### src/trig_ctrl_regs.vh
// Purpose: register map and constants of the measurement trigger controller
// Assumes: AHB-Lite, 32-bit words, 20 MHz hclk
// Notes:   all offsets are byte addresses
`ifndef TRIG_CTRL_REGS_VH
`define TRIG_CTRL_REGS_VH

`define OFS_CTRL        12'h000
`define OFS_CMD         12'h004
`define OFS_SOURCE      12'h008
`define OFS_TRIG_COUNT  12'h00c
`define OFS_SAMP_COUNT  12'h010
`define OFS_DELAY       12'h014
`define OFS_STATUS      12'h018
`define OFS_LIMITS      12'h01c
`define OFS_PROGRESS    12'h020

// command bits
`define CMD_CONFIGURE   0
`define CMD_MEASURE     1
`define CMD_INITIATE    2
`define CMD_BUS_TRIG    3
`define CMD_ERR_CLR     4
`define CMD_ABORT       5

// source codes: 0..7 backplane line, then bus, external, immediate
`define SRC_BUS         4'h8
`define SRC_EXT         4'h9
`define SRC_IMM         4'ha

// status bits
`define STS_WAIT        0
`define STS_BUSY        1
`define STS_CONFLICT    2
`define STS_SETUP       3
`define STS_BUS_REJ     4

`define CNT_MIN         16'h0001
`define CNT_MAX         16'hc350
`define DELAY_MAX       32'hd693a400
`define SETUP_MS        20
`define CLK_MHZ         20
`define SETUP_CYC       (`SETUP_MS * 1000 * `CLK_MHZ)
`define US_CYC          `CLK_MHZ

`endif

### src/fall_edge_sync.v
// Purpose: synchronise an async input and flag its falling edges
// Assumes: input comes from a pin outside hclk's domain
// Notes:   stage one feeds stage two only
`timescale 1ns/1ns
module fall_edge_sync
(
  input  wire hclk,
  input  wire hresetn,
  input  wire pin_in,
  output wire fall_pulse
);

  reg s1_ff;
  reg s2_ff;
  reg s3_ff;

  always @(posedge hclk or negedge hresetn)
  begin
    if (!hresetn)
    begin
      s1_ff <= 1'b1;
      s2_ff <= 1'b1;
      s3_ff <= 1'b1;
    end
    else
    begin
      s1_ff <= pin_in;
      s2_ff <= s1_ff;
      s3_ff <= s2_ff;
    end
  end

  assign fall_pulse = s3_ff & ~s2_ff;

endmodule

### src/measurement_trigger_control.v
// Purpose: trigger controller for a measurement module, AHB-Lite slave
// Assumes: single 32-bit transfers, one wait-free data phase
// Notes:   readings are requested by a one-cycle reading_start pulse
//
// Summary of operation
// - always idle or waiting for trigger
// - source: bus, external, immediate, backplane 0-7
// - external falling edge is a trigger
// - chosen backplane line falling edge triggers
// - immediate source triggers at once
// - configure or measure selects immediate source
// - source change in wait flags settings conflict
// - source readback gives selection code
// - each trigger takes configured reading count
// - measure uses immediate source, one reading
// - bus trigger only when bus source, waiting
// - group trigger needs bus source, last listener
// - triggers in idle are discarded
// - triggers ignored 20 ms after entering wait
// - return to idle after trigger count
// - min keyword 1, max keyword 50000
// - configure or measure set trigger count one
// - count readback, limits readable too
// - delay precedes every reading of a trigger
// - delay 0 to 3600 s, 1 us step
// - readings per trigger 1 to 50000
//
// Decided for this implementation: register access over AHB-Lite and the register offsets.
`timescale 1ns/1ns
`include "trig_ctrl_regs.vh"
module measurement_trigger_control
#(
  parameter SETUP_CYCLES = `SETUP_CYC
)
(
  input  wire        hclk,
  input  wire        hresetn,
  input  wire        hsel,
  input  wire [31:0] haddr,
  input  wire [1:0]  htrans,
  input  wire        hwrite,
  input  wire [2:0]  hsize,
  input  wire [31:0] hwdata,
  input  wire        hready,
  output wire        hreadyout,
  output wire        hresp,
  output reg  [31:0] hrdata,
  input  wire        ext_trig_n,
  input  wire [7:0]  ttl_trig_n,
  input  wire        group_exec_trig,
  input  wire        last_listener,
  input  wire        reading_done,
  output reg         reading_start,
  output reg         wait_state,
  output reg         settings_conflict
);

  localparam [4:0] ST_IDLE  = 5'h01;
  localparam [4:0] ST_SETUP = 5'h02;
  localparam [4:0] ST_ARMED = 5'h04;
  localparam [4:0] ST_DELAY = 5'h08;
  localparam [4:0] ST_READ  = 5'h10;

  reg  [4:0]  state_ff;
  reg  [4:0]  nxt_state;
  reg  [3:0]  source_ff;
  reg  [15:0] trig_count_ff;
  reg  [15:0] samp_count_ff;
  reg  [31:0] delay_us_ff;
  reg         bus_rej_ff;
  reg  [31:0] cyc_ff;
  reg  [31:0] nxt_cyc;
  reg  [4:0]  us_ff;
  reg  [15:0] trig_done_ff;
  reg  [15:0] samp_done_ff;
  reg  [15:0] nxt_trig_done;
  reg  [15:0] nxt_samp_done;
  reg         meas_one_ff;
  reg         wr_pend_ff;
  reg  [11:0] wr_addr_ff;
  reg         nxt_start;

  wire        ext_fall;
  wire [7:0]  ttl_fall;
  wire        wr_req;
  wire        wr_now;
  wire        waiting;
  wire [31:0] wd;
  wire        cmd_cfg;
  wire        cmd_meas;
  wire        cmd_init;
  wire        cmd_bus;
  wire        cmd_abort;
  wire        src_wr;
  wire        bus_ok;
  wire        gexec_ok;
  wire        trig_hit;
  wire        us_tick;
  wire [15:0] tc_wr;
  wire [15:0] sc_wr;

  fall_edge_sync u_ext_sync
  (
    .hclk       (hclk),
    .hresetn    (hresetn),
    .pin_in     (ext_trig_n),
    .fall_pulse (ext_fall)
  );

  genvar g;
  generate
    for (g = 0; g < 8; g = g + 1)
    begin : g_ttl
      fall_edge_sync u_ttl_sync
      (
        .hclk       (hclk),
        .hresetn    (hresetn),
        .pin_in     (ttl_trig_n[g]),
        .fall_pulse (ttl_fall[g])
      );
    end
  endgenerate

  assign hreadyout = 1'b1;
  assign hresp     = 1'b0;
  assign wr_req    = hsel & hready & htrans[1] & hwrite;
  assign wr_now    = wr_pend_ff;
  assign wd        = hwdata;
  assign waiting   = (state_ff != ST_IDLE);

  assign cmd_cfg   = wr_now && (wr_addr_ff == `OFS_CMD) && wd[`CMD_CONFIGURE] && !waiting;
  assign cmd_meas  = wr_now && (wr_addr_ff == `OFS_CMD) && wd[`CMD_MEASURE] && !waiting;
  assign cmd_init  = wr_now && (wr_addr_ff == `OFS_CMD) && wd[`CMD_INITIATE] && !waiting;
  assign cmd_bus   = wr_now && (wr_addr_ff == `OFS_CMD) && wd[`CMD_BUS_TRIG];
  assign cmd_abort = wr_now && (wr_addr_ff == `OFS_CMD) && wd[`CMD_ABORT];
  assign src_wr    = wr_now && (wr_addr_ff == `OFS_SOURCE);

  // min/max keywords carried as write bits 31 and 30
  assign tc_wr = wd[31] ? `CNT_MIN : wd[30] ? `CNT_MAX :
                 (wd[15:0] == 16'h0000) ? `CNT_MIN : (wd[15:0] > `CNT_MAX) ? `CNT_MAX : wd[15:0];
  assign sc_wr = wd[31] ? `CNT_MIN : wd[30] ? `CNT_MAX :
                 (wd[15:0] == 16'h0000) ? `CNT_MIN : (wd[15:0] > `CNT_MAX) ? `CNT_MAX : wd[15:0];

  assign bus_ok   = cmd_bus && (source_ff == `SRC_BUS) && (state_ff == ST_ARMED);
  assign gexec_ok = group_exec_trig && last_listener && (source_ff == `SRC_BUS)
                    && (state_ff == ST_ARMED);

  // only the armed state honours triggers
  assign trig_hit = (state_ff == ST_ARMED) &&
                    ((source_ff == `SRC_IMM) ||
                     ((source_ff == `SRC_EXT) && ext_fall) ||
                     (!source_ff[3] && ttl_fall[source_ff[2:0]]) ||
                     bus_ok || gexec_ok);

  assign us_tick = ({27'h0, us_ff} == `US_CYC - 1);

  // bus write address phase capture
  always @(posedge hclk or negedge hresetn)
  begin
    if (!hresetn)
    begin
      wr_pend_ff <= 1'b0;
      wr_addr_ff <= 12'h000;
    end
    else
    begin
      wr_pend_ff <= wr_req;
      wr_addr_ff <= haddr[11:0];
    end
  end

  // configuration registers
  always @(posedge hclk or negedge hresetn)
  begin
    if (!hresetn)
    begin
      source_ff     <= `SRC_IMM;
      trig_count_ff <= `CNT_MIN;
      samp_count_ff <= `CNT_MIN;
      delay_us_ff   <= 32'h00000000;
      meas_one_ff   <= 1'b0;
    end
    else
    begin
      if (cmd_cfg || cmd_meas)
      begin
        source_ff     <= `SRC_IMM;
        trig_count_ff <= `CNT_MIN;
      end
      else if (src_wr && !waiting && (wd[3:0] <= `SRC_IMM))
        source_ff <= wd[3:0];
      if (wr_now && (wr_addr_ff == `OFS_TRIG_COUNT) && !waiting)
        trig_count_ff <= tc_wr;
      if (wr_now && (wr_addr_ff == `OFS_SAMP_COUNT) && !waiting)
        samp_count_ff <= sc_wr;
      if (wr_now && (wr_addr_ff == `OFS_DELAY) && !waiting)
        delay_us_ff <= wd[31] ? 32'h00000000 : wd[30] ? `DELAY_MAX :
                       (wd > `DELAY_MAX) ? `DELAY_MAX : wd;
      if (cmd_meas)
        meas_one_ff <= 1'b1;
      else if (state_ff == ST_IDLE && nxt_state == ST_IDLE)
        meas_one_ff <= meas_one_ff & ~cmd_init;
      if ((state_ff != ST_IDLE) && (nxt_state == ST_IDLE))
        meas_one_ff <= 1'b0;
    end
  end

  // error flags: set wins over clear
  always @(posedge hclk or negedge hresetn)
  begin
    if (!hresetn)
    begin
      settings_conflict <= 1'b0;
      bus_rej_ff        <= 1'b0;
    end
    else
    begin
      if (src_wr && waiting)
        settings_conflict <= 1'b1;
      else if (wr_now && (wr_addr_ff == `OFS_CMD) && wd[`CMD_ERR_CLR])
        settings_conflict <= 1'b0;
      if (cmd_bus && !bus_ok)
        bus_rej_ff <= 1'b1;
      else if (wr_now && (wr_addr_ff == `OFS_CMD) && wd[`CMD_ERR_CLR])
        bus_rej_ff <= 1'b0;
    end
  end

  // microsecond prescaler, restarted with each delay
  always @(posedge hclk or negedge hresetn)
  begin
    if (!hresetn)
      us_ff <= 5'h00;
    else if (state_ff != ST_DELAY || us_tick)
      us_ff <= 5'h00;
    else
      us_ff <= us_ff + 5'd1;
  end

  // trigger state machine
  always @*
  begin
    nxt_state     = state_ff;
    nxt_cyc       = cyc_ff;
    nxt_trig_done = trig_done_ff;
    nxt_samp_done = samp_done_ff;
    nxt_start     = 1'b0;
    case (state_ff)
      ST_IDLE:
      begin
        if (cmd_init || cmd_meas)
        begin
          nxt_state     = ST_SETUP;
          nxt_cyc       = 32'h00000000;
          nxt_trig_done = 16'h0000;
        end
      end
      ST_SETUP:
      begin
        if (cyc_ff >= SETUP_CYCLES - 1)
          nxt_state = ST_ARMED;
        else
          nxt_cyc = cyc_ff + 32'h00000001;
      end
      ST_ARMED:
      begin
        if (trig_hit)
        begin
          nxt_state     = ST_DELAY;
          nxt_cyc       = 32'h00000000;
          nxt_samp_done = 16'h0000;
        end
      end
      ST_DELAY:
      begin
        if (cyc_ff >= delay_us_ff)
        begin
          nxt_state = ST_READ;
          nxt_start = 1'b1;
        end
        else if (us_tick)
          nxt_cyc = cyc_ff + 32'h00000001;
      end
      ST_READ:
      begin
        if (reading_done)
        begin
          nxt_samp_done = samp_done_ff + 16'h0001;
          nxt_cyc       = 32'h00000000;
          if (meas_one_ff || (samp_done_ff + 16'h0001 >= samp_count_ff))
          begin
            nxt_trig_done = trig_done_ff + 16'h0001;
            if (meas_one_ff || (trig_done_ff + 16'h0001 >= trig_count_ff))
              nxt_state = ST_IDLE;
            else
              nxt_state = ST_ARMED;
          end
          else
            nxt_state = ST_DELAY;
        end
      end
      default:
        nxt_state = ST_IDLE;
    endcase
    if (cmd_abort)
      nxt_state = ST_IDLE;
  end

  always @(posedge hclk or negedge hresetn)
  begin
    if (!hresetn)
    begin
      state_ff      <= ST_IDLE;
      cyc_ff        <= 32'h00000000;
      trig_done_ff  <= 16'h0000;
      samp_done_ff  <= 16'h0000;
      reading_start <= 1'b0;
      wait_state    <= 1'b0;
    end
    else
    begin
      state_ff      <= nxt_state;
      cyc_ff        <= nxt_cyc;
      trig_done_ff  <= nxt_trig_done;
      samp_done_ff  <= nxt_samp_done;
      reading_start <= nxt_start;
      wait_state    <= (nxt_state != ST_IDLE);
    end
  end

  // read data, registered at the address phase
  always @(posedge hclk or negedge hresetn)
  begin
    if (!hresetn)
      hrdata <= 32'h00000000;
    else if (hsel && hready && htrans[1] && !hwrite)
    begin
      if (haddr[11:0] == `OFS_CTRL)
        hrdata <= {27'h0000000, state_ff};
      else if (haddr[11:0] == `OFS_SOURCE)
        hrdata <= {28'h0000000, source_ff};
      else if (haddr[11:0] == `OFS_TRIG_COUNT)
        hrdata <= {16'h0000, trig_count_ff};
      else if (haddr[11:0] == `OFS_SAMP_COUNT)
        hrdata <= {16'h0000, samp_count_ff};
      else if (haddr[11:0] == `OFS_DELAY)
        hrdata <= delay_us_ff;
      else if (haddr[11:0] == `OFS_STATUS)
        hrdata <= {27'h0000000, bus_rej_ff, (state_ff == ST_SETUP), settings_conflict,
                   (state_ff == ST_DELAY || state_ff == ST_READ), waiting};
      else if (haddr[11:0] == `OFS_LIMITS)
        hrdata <= {`CNT_MAX, `CNT_MIN};
      else if (haddr[11:0] == `OFS_PROGRESS)
        hrdata <= {samp_done_ff, trig_done_ff};
      else
        hrdata <= 32'h00000000;
    end
  end

endmodule

### config.mk
export PLATFORM = sky130hd
export DESIGN_NAME = measurement_trigger_control
export DESIGN_NICKNAME = d
export VERILOG_FILES = /design/src/fall_edge_sync.v /design/src/measurement_trigger_control.v
export VERILOG_INCLUDE_DIRS = /design/src
export SDC_FILE = /design/constraint.sdc
export NUM_CORES = 1
export LEC_CHECK = 0
export ABC_AREA = 1
export BUFFER_PORTS_ARGS = -buffer_cell sky130_fd_sc_hd__buf_2
export CAP_MARGIN = 20
export CORE_MARGIN = 4
export CORE_UTILIZATION = 40
export DETAILED_ROUTE_END_ITERATION = 16
export HOLD_SLACK_MARGIN = 0.05
export SYNTH_ARGS = -nofsm -noshare
export SYNTH_HDL_FRONTEND = slang
export SYNTH_SLANG_ARGS = --single-unit
### constraint.sdc
create_clock -name hclk -period 3.1 [get_ports hclk]
set_clock_uncertainty 0.2 [all_clocks]
set_input_delay 0.31 -clock hclk [delete_from_list [all_inputs] [get_ports hclk]]
set_output_delay 0.31 -clock hclk [all_outputs]
set_load 0.01 [all_outputs]
==> results.json <==
{
  "placed_area_um2": 14210,
  "violations": "setup timing",
  "hold_viol": 0,
  "max_cap_viol_count": 0,
  "outcome": "finished with violations",
  "cpPeakStageDelay_ps": 410,
  "nFillCells": 2999,
  "start_kind": "flop",
  "drtIter0Drc": 843,
  "yosysSeqAreaShare_pct": 43.10,
  "synth_top_area_share_pct": 36.50,
  "setup_violations": 21,
  "port_buffers": 96,
  "cts_tree": "built",
  "start_util_pct": 40.51,
  "grt_pass1_wl_um": 62810,
  "reg2reg_to": "trig_done_ff[7]",
  "hold_path.class": "input pin to flop",
  "drive_gt1_share_pct": 18.50,
  "synth.most_common_cell": "nand2_1",
  "cp.depth": 19,
  "firstDrtPassIters": 7,
  "worstSetupEndpointType": "flop",
  "die_area_um2": 34800,
  "worstSetupPathType": "flop to flop",
  "die_h_um": 186.5,
  "grt_max_degree": 70,
  "syn_area_um2": 12750,
  "synth_edf_count": 0,
  "die_x_um": 186.5,
  "dpl.cell_count": 2175,
  "rows": 65,
  "fmax_ghz": 0.2933,
  "overflow": 0,
  "worstPathMaxFanout": 8,
  "syn_area_per_cell_um2": 7.775,
  "fin_crit_sh_pct": 110.0,
  "clock_path_buffers": 3,
  "arrival_ps": 3670,
  "crit_family": "simple AND/OR/NAND/NOR gates",
  "grt_pass1_vias": 11790,
  "required_ps": 3360,
  "wl_per_cell_um": 16.92,
  "syn_to_final_growth_pct": 25.85,
  "netlist_top_cells_area": "dfrtp_1, nand2_1, ha_1",
  "fin_ws_ps": -309.2,
  "synth.distinct_cells": 53,
  "min-delay-start": "hready",
  "synth-seq-cells": 218,
  "crit_path_end": "trig_done_ff[7]",
  "power_mw": 6.507,
  "root_buffer": "clkbuf_16",
  "power_density_nw_per_um2": 405.5,
  "reg2reg_slack_ps": -310,
  "max_slew_margin_pct": 52.47,
  "instances_no_fill": 2300,
  "cellLeakagePower_nw": 8.291,
  "timing.rr.start": "samp_done_ff[1]",
  "fp.coreArea_um2": 31470,
  "vias_per_cell": 5.150,
  "synth_flop_cell": "dfrtp_1",
  "cts.clk_slew.worst_paths_ps": 60,
  "final_nets": 2031,
  "synthesis.nets": 1794,
  "clock_latency_ps": 550,
  "multi_input_area_um2": 6387,
  "yosysWarnings": 0,
  "antenna_left": 0,
  "cpMaxStageDelayCell": "dfrtp_1",
  "htreeDepth": 1,
  "synthArstFlopShare_pct": 100.0,
  "postLayoutCellArea_um2": 16050,
  "synthTopCellsByCount": "nand2_1, inv_1, dfrtp_1",
  "regArea_um2": 5495,
  "fin_crit_ps": 3409,
  "drv_slew": 0,
  "gr-usage-all-layers_pct": 22.07,
  "critPathLaunch": "samp_done_ff[1]",
  "drc": 0,
  "hold_ws_ps": 64.50,
  "synth_area_leader_cell": "dfrtp_1",
  "hpwl_um": 28990,
  "totalWireLength_um": 38920,
  "vdd_drop_max_v": 0.0003905,
  "vias": 11850,
  "path_buf_inv": 4,
  "rr_worst_depth": 19,
  "antenna_found_initial": 1,
  "io_pins": 123,
  "path_cells": "ha_4, nand3_4, nor3_4, nand3_2, nor2_2, nand4_1, buf_4, xor2_1, inv_1, ha_2, nand2_2, nor2_1, a21oi_2, nand4_1, buf_4, o21bai_4, clkbuf_16, nand2_2, o21ai_1",
  "cts.sinks": 218,
  "rsz0062_at_grt": "yes",
  "netlist_instances": 1640,
  "place.gp.congestion": 0.9844,
  "cts_buffers": 26,
  "worst_slew_pin_slew_ps": 711.3
}
[metal layers]
metal	up-vias	routed length [um]	global-route usage [%]
li1	5834	-	-
met1	5599	17130	29.90
met2	327	18350	36.89
met3	85	1837	2.525
met4	0	1598	7.850
met5	-	0	0
[worst min-delay path: cells and delay by family]
| kind | cells | cell delay (ps) |
|---|---|---|
| buffers and inverters | 1 | 90 |
| and+or+nand+nor | 4 | 350 |
[worst min-delay path by stage]
stage,end,slack (ps),depth (start not counted)
after floorplan,bus_rej_ff,-190,0
after global placement,trig_done_ff[2],120,1
after detailed placement,trig_done_ff[2],120,1
after CTS,hrdata[25],60,5
after global routing,hrdata[25],80,5
final,hrdata[25],60,5
[cell usage in the layout, fill, tap and decap left out, drive strengths merged, types with 2 or more instances in the layout]
master,count
nand2,427
ha,68
a21oi,55
o32ai,10
xor2,48
a21o,2
o211ai,7
nor2,151
clkinv,16
conb,2
nand4,29
o22ai,45
nor3b,2
clkbuf,32
dfrtp,186
nor4,14
dlygate4sd3,63
o21ai,96
o221ai,6
bufinv,2
nand3,114
buf,189
nor3,39
o21a,5
dfstp,32
o21bai,4
xnor2,8
or2,3
mux2i,2
clkinvlp,3
inv,229
[cell families after synthesis]
kind of cell / synth area share (%)
buf+inv: 8.537
fa+ha+maj: 6.673
xor+xnor: 3.847
compound gates: 10.83
mux: 0.1570
simple gates: 26.80
other cells: 0.05890
flops: 43.10
[cell type report]
| type | instances | area share [%] |
|---|---|---|
| multi-input cells | 1145 | 39.81 |
| clock inverters | 17 | 1.076 |
| well taps | 402 | 3.135 |
| inverters | 233 | 5.450 |
| flip-flops and latches | 218 | 34.25 |
| repair buffers | 253 | 11.85 |
| clock buffers | 31 | 4.421 |
| diodes | 1 | 0.01559 |
[metrics by stage]
step	utilization, %	setup TNS (ps)	worst slack, ps
floorplan	-	-1.553	-0.5904
global placement	45.14	-2203	-134.0
detailed placement	45.14	-5480	-321.6
CTS	50.44	-3437	-212.5
global route	50.98	-10470	-535.7
finish	50.98	-5661	-309.2
[power breakdown]
part           switching (mW)  internal [mW]  leakage [nW]
sequential             0.0280           2.91          2.61
combinational           0.269          0.186          5.25
clock                    1.30           1.82         0.430
[repair_timing]
item                                   in CTS  in global routing
buffers inserted                            7                  4
resized for setup                          16                 41
endpoints found under the hold margin     219                  0
setup endpoints to repair                  21                 21
hold buffers                               63                  0
cloned                                      1                  0
pin swaps                                  12                 11
[state kept, by name, summed over array words and instances (netlist names), 4 cells and up]
register and count:
cyc_ff 32, hrdata 32, delay_us_ff 31, samp_count_ff 16, samp_done_ff 16, trig_count_ff 16
trig_done_ff 16, wr_addr_ff 12, g_ttl.u_ttl_sync.s1_ff 8, g_ttl.u_ttl_sync.s2_ff 8, g_ttl.u_ttl_sync.s3_ff 8, state_ff 5
us_ff 5, source_ff 4
Note: power is estimated with default switching activity, not from simulation.
